$ cat src/core/pmdi_pkg.sv
package pmdi_pkg;

    // modelled time base: one sys_clk cycle stands for one tick of this rate
    localparam int unsigned TIME_BASE_HZ = 100_000_000;
    // system clock, used for absolute times such as the heartbeat pulse
    localparam int unsigned SYS_CLK_HZ = 20_000_000;
    localparam int unsigned SYS_CLK_PERIOD_NS = 1_000_000_000 / SYS_CLK_HZ;

    // link clock frequencies seen by the mac
    localparam int unsigned MII100_CLK_HZ = 25_000_000;
    localparam int unsigned MII10_CLK_HZ = 2_500_000;
    localparam int unsigned RMII_REF_HZ = 50_000_000;
    localparam int unsigned SERIAL_CLK_HZ = 10_000_000;

    // half periods of each link clock, in time base ticks
    localparam int unsigned HALF_MII100 = TIME_BASE_HZ / (2 * MII100_CLK_HZ);
    localparam int unsigned HALF_MII10 = TIME_BASE_HZ / (2 * MII10_CLK_HZ);
    localparam int unsigned HALF_RMII = TIME_BASE_HZ / (2 * RMII_REF_HZ);
    localparam int unsigned HALF_SERIAL = TIME_BASE_HZ / (2 * SERIAL_CLK_HZ);
    localparam int unsigned DIV_W = 5;

    // heartbeat (sqe test) pulse length, rounded up to whole sys_clk cycles
    localparam int unsigned HB_TIME_NS = 1000;
    localparam int unsigned HB_CYCLES = (HB_TIME_NS + SYS_CLK_PERIOD_NS - 1) / SYS_CLK_PERIOD_NS;
    localparam int unsigned HB_W = 6;

    // strap encoding of the interface mode
    localparam logic [1:0] STRAP_MII = 2'h0;
    localparam logic [1:0] STRAP_RMII = 2'h1;
    localparam logic [1:0] STRAP_SERIAL = 2'h2;

    // data delivered in place of a receive word flagged as errored
    localparam logic [3:0] RX_CORRUPT_NIBBLE = 4'hE;
    localparam int unsigned NIBBLE_W = 4;
    localparam int unsigned FIFO_DEPTH_DEF = 32;

    // interface modes, one-hot
    typedef enum logic [2:0] {
        PMDI_MODE_MII = 3'h1,
        PMDI_MODE_RMII = 3'h2,
        PMDI_MODE_SERIAL = 3'h4
    } pmdi_mode_e;

    // state of the top module, all but the transmit fifo
    typedef struct packed {
        logic cfg_loaded;
        pmdi_mode_e mode;
        logic speed_100;
        logic full_duplex;
        logic hb_en;
        logic [DIV_W-1:0] div_cnt;
        logic phase;
        logic tx_en_q;
        logic tx_overflow;
        logic [HB_W-1:0] hb_cnt;
        logic tx_clk;
        logic rx_clk;
        logic rx_dv;
        logic rx_er;
        logic crs;
        logic col;
        logic [3:0] rxd;
    } pmdi_state_s;

endpackage

$ cat src/core/pmdi_data_if.sv
`timescale 1ns/1ps

// transmit fifo with a registered output stage
module pmdi_fifo import pmdi_pkg::*; #(
    parameter int unsigned WIDTH = NIBBLE_W,
    parameter int unsigned DEPTH = FIFO_DEPTH_DEF
) (
    // clock and reset
    input wire logic clk,
    input wire logic reset,
    // filling side
    input wire logic in_valid,
    output logic in_ready,
    input wire logic [WIDTH-1:0] in_data,
    // draining side
    output logic out_valid,
    input wire logic out_ready,
    output logic [WIDTH-1:0] out_data
);
    localparam int unsigned AW = $clog2(DEPTH);

    // the pointer arithmetic needs a power of two
    if (DEPTH < 2 || (DEPTH & (DEPTH - 1)) != 0) begin : g_bad_depth
        $error("pmdi_fifo depth must be a power of two, at least 2");
    end
    if (WIDTH < 1) begin : g_bad_width
        $error("pmdi_fifo width must be at least 1");
    end

    // the output stage adds one word of room, so the path holds DEPTH + 1 words
    // pointer and output stage state
    typedef struct packed {
        logic [AW:0] wr_ptr;
        logic [AW:0] rd_ptr;
        logic out_valid;
        logic [WIDTH-1:0] out_data;
    } pmdi_fifo_s;

    pmdi_fifo_s st; // registered state
    pmdi_fifo_s next_st; // next state
    logic [WIDTH-1:0] mem [DEPTH]; // storage words
    logic full; // all words taken
    logic empty; // no word stored
    logic push; // word accepted this cycle
    logic pop; // word moved into the output stage

    // full when the pointers differ only in the wrap bit
    assign full = (st.wr_ptr[AW] != st.rd_ptr[AW]) && (st.wr_ptr[AW-1:0] == st.rd_ptr[AW-1:0]);
    assign empty = (st.wr_ptr == st.rd_ptr);
    assign in_ready = !full;
    assign push = in_valid && !full;
    // a word leaves the output stage only on valid and ready together
    // refill the output stage when it is empty or being taken
    assign pop = !empty && (!st.out_valid || out_ready);
    assign out_valid = st.out_valid;
    assign out_data = st.out_data;

    // next pointers and output stage
    always_comb begin
        next_st = st;
        if (push) begin
            next_st.wr_ptr = st.wr_ptr + 1'b1;
        end
        if (pop) begin
            next_st.rd_ptr = st.rd_ptr + 1'b1;
            next_st.out_valid = 1'b1;
            next_st.out_data = mem[st.rd_ptr[AW-1:0]];
        end else if (out_ready) begin
            next_st.out_valid = 1'b0;
        end
    end

    // state register
    always_ff @(posedge clk or posedge reset) begin
        if (reset) begin
            st <= '0;
        end else begin
            st <= next_st;
        end
    end

    // storage has no reset; it is only read behind the pointers
    always_ff @(posedge clk) begin
        if (push) begin
            mem[st.wr_ptr[AW-1:0]] <= in_data;
        end
    end
endmodule

module pmdi_data_if import pmdi_pkg::*; #(
    parameter int unsigned FIFO_DEPTH = FIFO_DEPTH_DEF
) (
    // clock and reset
    input wire logic sys_clk,
    input wire logic reset,
    // configuration straps, caught once after reset
    input wire logic [1:0] strap_mode,
    input wire logic strap_speed_100,
    input wire logic strap_full_duplex,
    input wire logic strap_heartbeat_en,
    // mac transmit side
    output logic tx_clk,
    input wire logic tx_en,
    input wire logic [3:0] txd,
    // mac receive side
    output logic rx_clk,
    output logic rx_dv,
    output logic rx_er,
    output logic [3:0] rxd,
    output logic crs,
    output logic col,
    // line side transmit stream
    output logic line_tx_valid,
    input wire logic line_tx_ready,
    output logic [3:0] line_tx_data,
    // line side receive stream
    input wire logic line_rx_valid,
    input wire logic [3:0] line_rx_data,
    input wire logic line_rx_error,
    input wire logic line_rx_carrier,
    // status
    output logic [2:0] active_mode,
    output logic tx_overflow
);
    // the divider and heartbeat counters must hold their largest counts
    if (HALF_MII10 >= (1 << DIV_W) || HB_CYCLES >= (1 << HB_W)) begin : g_bad_counts
        $error("pmdi_data_if counter widths too small");
    end
    // the fifo checks its own depth for a power of two as well
    if (FIFO_DEPTH < 2) begin : g_bad_fifo
        $error("pmdi_data_if fifo depth must be at least 2");
    end

    // one flat state struct keeps the reset value and the next-state copy in step;
    // the fifo storage stays outside it because it needs no reset
    pmdi_state_s st; // registered state
    pmdi_state_s next_st; // next state
    logic [DIV_W-1:0] half_cnt; // half period of the active link clock
    logic toggle; // link clock flips this cycle
    logic rise; // link clock rising: mac inputs are sampled
    logic fall; // link clock falling: mac outputs are launched
    logic fifo_in_valid; // transmit word offered to the fifo
    logic fifo_in_ready; // fifo has room
    logic fifo_out_valid; // fifo output stage valid
    logic [3:0] fifo_out_data; // fifo output word
    logic [3:0] tx_word; // transmit word masked to the mode width
    logic ten_mb; // running at 10 mb/s
    logic half_duplex; // collision and heartbeat allowed
    logic [3:0] rx_word; // receive word masked to the mode width

    // the counts are in time base ticks, one per sys_clk cycle
    // half period select per mode and speed
    always_comb begin
        case (st.mode)
            PMDI_MODE_RMII: half_cnt = DIV_W'(HALF_RMII);
            PMDI_MODE_SERIAL: half_cnt = DIV_W'(HALF_SERIAL);
            PMDI_MODE_MII: half_cnt = st.speed_100 ? DIV_W'(HALF_MII100) : DIV_W'(HALF_MII10);
            default: half_cnt = DIV_W'(HALF_MII100);
        endcase
    end

    // clock phase events, only once the configuration is loaded
    // rise and fall last one sys_clk cycle each; the pins follow one edge later
    assign toggle = st.cfg_loaded && (st.div_cnt == half_cnt - 1'b1);
    assign rise = toggle && !st.phase;
    assign fall = toggle && st.phase;
    // serial mode is 10 mb/s only and always shares the medium
    assign ten_mb = (st.mode == PMDI_MODE_SERIAL) || !st.speed_100;
    assign half_duplex = (st.mode == PMDI_MODE_SERIAL) || !st.full_duplex;

    // bits above the mode width read as zero so the line side need not mask them
    // transmit word kept to the bits the mode defines; the mac keeps enable framing the data
    always_comb begin
        case (st.mode)
            PMDI_MODE_RMII: tx_word = {2'h0, txd[1:0]};
            PMDI_MODE_SERIAL: tx_word = {3'h0, txd[0]};
            PMDI_MODE_MII: tx_word = txd;
            default: tx_word = txd;
        endcase
    end

    // a word is taken on each rising link clock edge while enable is high
    assign fifo_in_valid = rise && tx_en;

    // serial uses bit 0 only; the other bits stay low as the mode requires
    // receive word kept to the bits the mode defines
    always_comb begin
        case (st.mode)
            PMDI_MODE_RMII: rx_word = {2'h0, line_rx_data[1:0]};
            PMDI_MODE_SERIAL: rx_word = {3'h0, line_rx_data[0]};
            PMDI_MODE_MII: rx_word = line_rx_data;
            default: rx_word = line_rx_data;
        endcase
    end

    // main state update
    always_comb begin
        next_st = st;
        // straps are caught on the first edge after reset release, never under reset
        // a new reset is the only way to change the mode
        if (!st.cfg_loaded) begin
            next_st.cfg_loaded = 1'b1;
            case (strap_mode)
                STRAP_RMII: next_st.mode = PMDI_MODE_RMII;
                STRAP_SERIAL: next_st.mode = PMDI_MODE_SERIAL;
                default: next_st.mode = PMDI_MODE_MII;
            endcase
            next_st.speed_100 = strap_speed_100;
            next_st.full_duplex = strap_full_duplex;
            next_st.hb_en = strap_heartbeat_en;
        end else begin
            // link clock divider
            if (toggle) begin
                next_st.div_cnt = '0;
                next_st.phase = !st.phase;
            end else begin
                next_st.div_cnt = st.div_cnt + 1'b1;
            end
        end

        // clock pins follow the phase except in rmii, where they rest low
        next_st.tx_clk = (st.mode != PMDI_MODE_RMII) && next_st.phase;
        next_st.rx_clk = (st.mode != PMDI_MODE_RMII) && next_st.phase;

        // rmii keeps the divider running so that rise still paces the dibit sampling
        // transmit activity and overflow, tracked at the sampling edge
        if (rise) begin
            next_st.tx_en_q = tx_en;
            // heartbeat after each transmission ends, 10 mb half duplex only
            if (st.tx_en_q && !tx_en && st.hb_en && ten_mb && half_duplex) begin
                next_st.hb_cnt = HB_W'(HB_CYCLES);
            end
            // overflow stands for the rest of the frame; the first rise with enable low clears it
            if (tx_en && !fifo_in_ready) begin
                next_st.tx_overflow = 1'b1;
            end else if (!tx_en) begin
                next_st.tx_overflow = 1'b0;
            end
        end
        // count the heartbeat down, except in the cycle that reloads it
        if (st.hb_cnt != '0 && next_st.hb_cnt == st.hb_cnt) begin
            next_st.hb_cnt = st.hb_cnt - 1'b1;
        end

        // limitation: the receive outputs sample the line inputs only at fall, so a word shorter than
        // one link period can be missed; the line side must hold each word that long
        // receive outputs launched on the falling edge so the mac samples them stable
        if (fall) begin
            case (st.mode)
                PMDI_MODE_MII: begin
                    next_st.rx_dv = line_rx_valid;
                    next_st.rx_er = line_rx_valid && line_rx_error && st.speed_100;
                    next_st.crs = line_rx_carrier;
                    if (!line_rx_valid) begin
                        next_st.rxd = 4'h0;
                    end else if (line_rx_error) begin
                        next_st.rxd = RX_CORRUPT_NIBBLE;
                    end else begin
                        next_st.rxd = rx_word;
                    end
                end
                PMDI_MODE_RMII: begin
                    next_st.rx_dv = line_rx_valid;
                    next_st.rx_er = line_rx_valid && line_rx_error && st.speed_100;
                    next_st.crs = line_rx_carrier || line_rx_valid;
                    if (!line_rx_valid) begin
                        next_st.rxd = 4'h0;
                    end else if (line_rx_error) begin
                        next_st.rxd = RX_CORRUPT_NIBBLE & 4'h3;
                    end else begin
                        next_st.rxd = rx_word;
                    end
                end
                PMDI_MODE_SERIAL: begin
                    next_st.rx_dv = 1'b0;
                    next_st.rx_er = 1'b0;
                    next_st.crs = line_rx_carrier;
                    // one bit, framed by carrier; errored bits are corrupted as well
                    if (!line_rx_carrier) begin
                        next_st.rxd = 4'h0;
                    end else if (line_rx_error) begin
                        next_st.rxd = {3'h0, ~line_rx_data[0]};
                    end else begin
                        next_st.rxd = rx_word;
                    end
                end
                default: begin
                    next_st.rx_dv = 1'b0;
                    next_st.rx_er = 1'b0;
                    next_st.crs = 1'b0;
                    next_st.rxd = 4'h0;
                end
            endcase
        end

        // collision: simultaneous activity in half duplex, plus the heartbeat pulse;
        // rmii has no collision pin, the mac works it out itself
        // col is worked out every cycle rather than at fall, so a collision
        // reaches the mac without waiting for the slow 10 mb/s clock
        if (st.mode == PMDI_MODE_RMII || !half_duplex) begin
            next_st.col = 1'b0;
        end else begin
            next_st.col = (st.tx_en_q && line_rx_carrier) || (next_st.hb_cnt != '0);
        end
    end

    // state register
    // reset leaves mii selected so the pins read as the default mode
    always_ff @(posedge sys_clk or posedge reset) begin
        if (reset) begin
            st <= '{mode: PMDI_MODE_MII, default: '0};
        end else begin
            st <= next_st;
        end
    end

    // transmit words wait here until the line side takes them; a stalled
    // line side fills it, and a full fifo drops words and flags overflow;
    // the fifo runs on sys_clk too, so no clock crossing is needed on this path
    pmdi_fifo #(
        .WIDTH(NIBBLE_W),
        .DEPTH(FIFO_DEPTH)
    ) u_tx_fifo (
        .clk(sys_clk),
        .reset(reset),
        .in_valid(fifo_in_valid),
        .in_ready(fifo_in_ready),
        .in_data(tx_word),
        .out_valid(fifo_out_valid),
        .out_ready(line_tx_ready),
        .out_data(fifo_out_data)
    );

    // outputs straight from flip-flops
    assign tx_clk = st.tx_clk;
    assign rx_clk = st.rx_clk;
    assign rx_dv = st.rx_dv;
    assign rx_er = st.rx_er;
    assign rxd = st.rxd;
    assign crs = st.crs;
    assign col = st.col;
    // the line stream comes from the fifo output stage, itself a flip-flop
    assign line_tx_valid = fifo_out_valid;
    assign line_tx_data = fifo_out_data;
    assign active_mode = st.mode;
    assign tx_overflow = st.tx_overflow;
endmodule

$ cat config.mk
export PLATFORM = sky130hd
export DESIGN_NAME = pmdi_data_if
export DESIGN_NICKNAME = d
export VERILOG_FILES = /design/src/core/pmdi_pkg.sv /design/src/core/pmdi_data_if.sv
export SDC_FILE = /design/constraint.sdc
export NUM_CORES = 1
export LEC_CHECK = 0
export ABC_AREA = 0
export BUFFER_PORTS_ARGS = -buffer_cell sky130_fd_sc_hd__buf_4
export CORE_UTILIZATION = 55
export CTS_CLUSTER_SIZE = 8
export DETAILED_ROUTE_END_ITERATION = 8
export GPL_TIMING_DRIVEN = 0
export PLACE_DENSITY = 0.73
export SYNTH_ARGS = -nofsm -noshare
export SYNTH_HDL_FRONTEND = slang
export SYNTH_SLANG_ARGS = --single-unit
$ cat constraint.sdc
create_clock -name sys_clk -period 6.2 [get_ports sys_clk]
set_clock_uncertainty 0.2 [all_clocks]
set_input_delay 0 -clock sys_clk [delete_from_list [all_inputs] [get_ports sys_clk]]
set_output_delay 0 -clock sys_clk [all_outputs]
set_load 0.05 [all_outputs]
==> flow_metrics.py <==
metrics = {
    "run_status": {
        "status": "complete, no violations",
    },
    "drt": {
        "drtPass1Iterations": 5,
        "drt-initial-drc-count": 435,
        "via_per_inst": 5.871,
        "route.detailed.drc": 0,
        "routed-via-count": 4973,
        "drt_wl_total_um": 17090,
        "wl_per_cell_um": 20.18,
        "ant_nets": 0,
    },
    "place": {
        "portBuffers": 38,
        "dpl.hpwl_um": 11340,
        "dpl_cell_area_mm2": 0.008366,
        "routabilityCongestion": 0.8609,
    },
    "cts": {
        "cts_sinks": 175,
        "cts_inserted_buffers": 17,
        "cts_buffer_depth": 2,
        "clk_pin_slew_ns": 0.06,
        "cts_tree": "built",
        "cts_setup_buffers": 0,
        "clock_latency_ns": 0.44,
        "h-tree-depth": 4,
        "cts_root_buf": "clkbuf_16",
    },
    "sta": {
        "max_slew_margin_pct": 13.92,
        "tightest_slew_ns": 1.291,
        "fin_crit_sh_pct": 73.89,
        "period_needed_ns": 4.581,
        "max_freq_mhz": 218.3,
        "slew_viol_final": 0,
        "grt_setup_unrepaired": "false",
        "tns_ns": 0,
        "hold_viol": 0,
        "finalSetupViolCount": 0,
    },
    "hold_path": {
        "holdPathStages": 3,
        "whs_endpoint": "st[25]",
        "hold_start": "strap_full_duplex",
        "hold_path.class": "input pin to flop",
    },
    "synthesis": {
        "synth_top_family_by_area": "multiplexers",
        "ys_ff_latch": 175,
        "ys_seq_area_share_pct": 64.23,
        "syn_inst": 571,
        "synth_fa_ha_area_share_pct": 2.241,
        "syn_avg_cell_area_um2": 13.69,
        "synth_mux_area_share_pct": 9.779,
        "synth_compound_area_share_pct": 8.739,
        "syn-num-nets": 605,
        "synthXorXnorAreaFrac_pct": 2.689,
        "async_reset_ff_share_pct": 26.86,
        "syn_area_mm2": 0.007817,
        "ys_types": 64,
        "synthFlopType": "edfxtp_1",
        "yosys.area_share.simple_pct": 8.499,
        "synth_edf_count": 128,
        "ys_warn_count": 0,
    },
    "global_route": {
        "antenna_found_initial": 0,
        "grt.overflow.total": 0,
        "grt_pass1_vias": 5006,
        "grtUsageTotal_pct": 24.87,
        "grt_max_degree": 33,
        "grt_pass1_wl_um": 26850,
    },
    "layout": {
        "nNetsFinal": 688,
        "fin_util_pct": 66.51,
        "regArea_mm2": 0.005021,
        "drive_above_1_share_pct": 18.74,
        "nFillCells": 990,
        "diodes": 0,
        "area_growth_syn_to_layout_pct": 18.10,
        "stdcell_area_mm2": 0.009233,
        "multiInputGateArea_mm2": 0.002504,
    },
    "floorplan": {
        "initial_core_util_pct": 56.32,
        "chipWidth_um": 121.2,
        "fp.dieH_um": 121.2,
        "coreArea_mm2": 0.01388,
        "rows": 43,
        "ios": 39,
        "dieArea_mm2": 0.01469,
    },
    "power": {
        "power.switching_mw": 1.395,
        "p_per_area_mw_per_mm2": 440.9,
        "power.leakage_nw": 3.558,
        "combPwrFrac_pct": 35.2,
        "vdd_ir_drop_max_mv": 0.2231,
        "p_clk_share_pct": 27.9,
        "swShare_pct": 34.28,
        "sequentialPowerShare_pct": 36.9,
        "p_int_mw": 2.675,
    },
    "worst_setup_path": {
        "r2r_start": "active_mode[1]",
        "cp_max_fo": 10,
        "crit_type": "flop to flop",
        "reg2reg_to": "u_tx_fifo.mem[23][3]",
        "start_kind": "flop",
        "critPathRequiredTime_ns": 6.09,
        "endpoint_kind": "flop",
        "reg2regPathDepth": 13,
        "arrival_ns": 4.47,
        "reg2reg_slack_ns": 1.62,
    },
    "run": {
        "maxCapViolations": 0,
    },
}
==> state kept, by name (all words and copies together), names as in the netlist <==
| name | flops |
|---|---|
| u_tx_fifo.mem | 128 |
| st | 17 |
| u_tx_fifo.st | 12 |
| rxd | 4 |
| u_tx_fifo.out_data | 4 |
| active_mode | 3 |
| col | 1 |
| crs | 1 |
| rx_clk | 1 |
| rx_dv | 1 |
| rx_er | 1 |
| tx_overflow | 1 |
| u_tx_fifo.out_valid | 1 |
==> what timing repair did <==
item,in CTS,in global routing
gates resized for setup,0,0
endpoints found under the hold margin,113,0
hold buffers,24,0
==> cell type report <==
cell class                      count  share of cell area (%)
Buffer                             37                   2.344
Clock buffer                       19                   4.689
Clock inverter                     13                   2.101
Inverter                           21                  0.8538
Multi-Input combinational cell    338                   27.12
Sequential cell                   175                   54.38
Tap cell                          180                   2.439
Timing Repair Buffer               64                   6.071
==> cell usage in the layout (no fill, tap or decap), types with 4 or more instances in the layout <==
master / instances
edfxtp_1: 128
mux2i_1: 64
buf_4: 55
nor2_1: 48
dfrtp_1: 46
a22oi_1: 33
a21oi_1: 25
dlygate4sd3_1: 24
inv_1: 20
nand2_1: 19
clkbuf_16: 17
ha_1: 14
xnor2_1: 12
xor2_1: 12
mux2_2: 11
clkbuf_1: 10
nand2b_1: 9
buf_2: 8
o21ai_0: 8
nor4_1: 6
nor2b_1: 5
o22ai_1: 5
nand4_1: 5
bufinv_16: 5
and2_1: 4
==> routing by layer <==
| metal | GRT usage, % | up-vias | part of all wire (%) | wire length, um |
|---|---|---|---|---|
| met3 | 5.122 | 39 | 6.6 | 1125 |
| met1 | 32.27 | 2432 | 41 | 6980 |
| li1 | - | 2286 | - | - |
| met4 | 10.03 | 0 | 2.5 | 433 |
| met5 | 0 | - | 0 | 0 |
| met2 | 40.96 | 216 | 50 | 8550 |
==> critical path: stages (launching register included) <==
cell	delay, ns
dfrtp_1	0.38
clkbuf_1	0.32
nand2b_1	0.21
a21o_1	0.27
o31ai_1	0.12
ha_1	0.30
xnor2_1	0.12
nor3b_1	0.19
o2111a_1	0.38
ha_1	0.29
nand2_1	0.11
a31oi_2	0.42
nand2_1	0.44
nor2_1	0.47
==> synthesized netlist by cell type (all sizes together) (6+ instances only) <==
master	n	area, um2
nand2	19	71.32
xor2	12	105.1
edfxtp	128	3844
nor2b	6	37.54
ha	14	175.2
mux2	11	123.9
o21ai	9	45.04
nand2b	9	56.30
mux2i	64	640.6
a21oi	26	133.9
nor4	6	37.54
dfrtp	46	1151
clkbuf	11	45.04
inv	21	78.83
nor2	48	180.2
xnor2	12	105.1
a22oi	33	247.7
buf	26	171.4
==> per-stage QoR <==
| step | hold slack, ns | power (mW) | setup slack [ns] | std cells |
|---|---|---|---|---|
| after floorplan | -0.1011 | 2.527 | 2.614 | 571 |
| after global placement | 0.03350 | 2.859 | 1.775 | 789 |
| after detailed placement | -0.1918 | 2.904 | 1.688 | 791 |
| after CTS | 0.1271 | 4.070 | 1.636 | 847 |
| after global routing | 0.1436 | 4.242 | 1.144 | 847 |
| final | 0.1364 | 4.070 | 1.619 | 847 |
==> worst max-delay path by stage <==
stage / start / endpoint / slack, ns / cells past startpoint
floorplan: active_mode[1] / u_tx_fifo.mem[11][0] / 2.61 / 13
global placement: active_mode[1] / u_tx_fifo.mem[29][1] / 1.77 / 13
detailed placement: active_mode[1] / u_tx_fifo.mem[20][0] / 1.69 / 13
CTS: active_mode[1] / u_tx_fifo.mem[23][3] / 1.64 / 13
global route: active_mode[1] / u_tx_fifo.mem[19][0] / 1.14 / 13
finish: active_mode[1] / u_tx_fifo.mem[23][3] / 1.62 / 13
==> cells by family after synthesis <==
logic type      Yosys count
flops                   175
simple gates            127
compound gates           97
mux                      75
buf+inv                  58
xor+xnor                 24
fa+ha+maj                14
other cells               1
==> power by group through the flow <==
stage                     logic, mW  clock network (mW)  registers [mW]
after floorplan               0.978                   0            1.55
after global placement         1.35                   0            1.51
after detailed placement       1.38                   0            1.52
after CTS                      1.43                1.15            1.50
after global routing           1.54                1.19            1.51
final                          1.43                1.14            1.50
No activity file was read; power rests on OpenSTA's default activity.
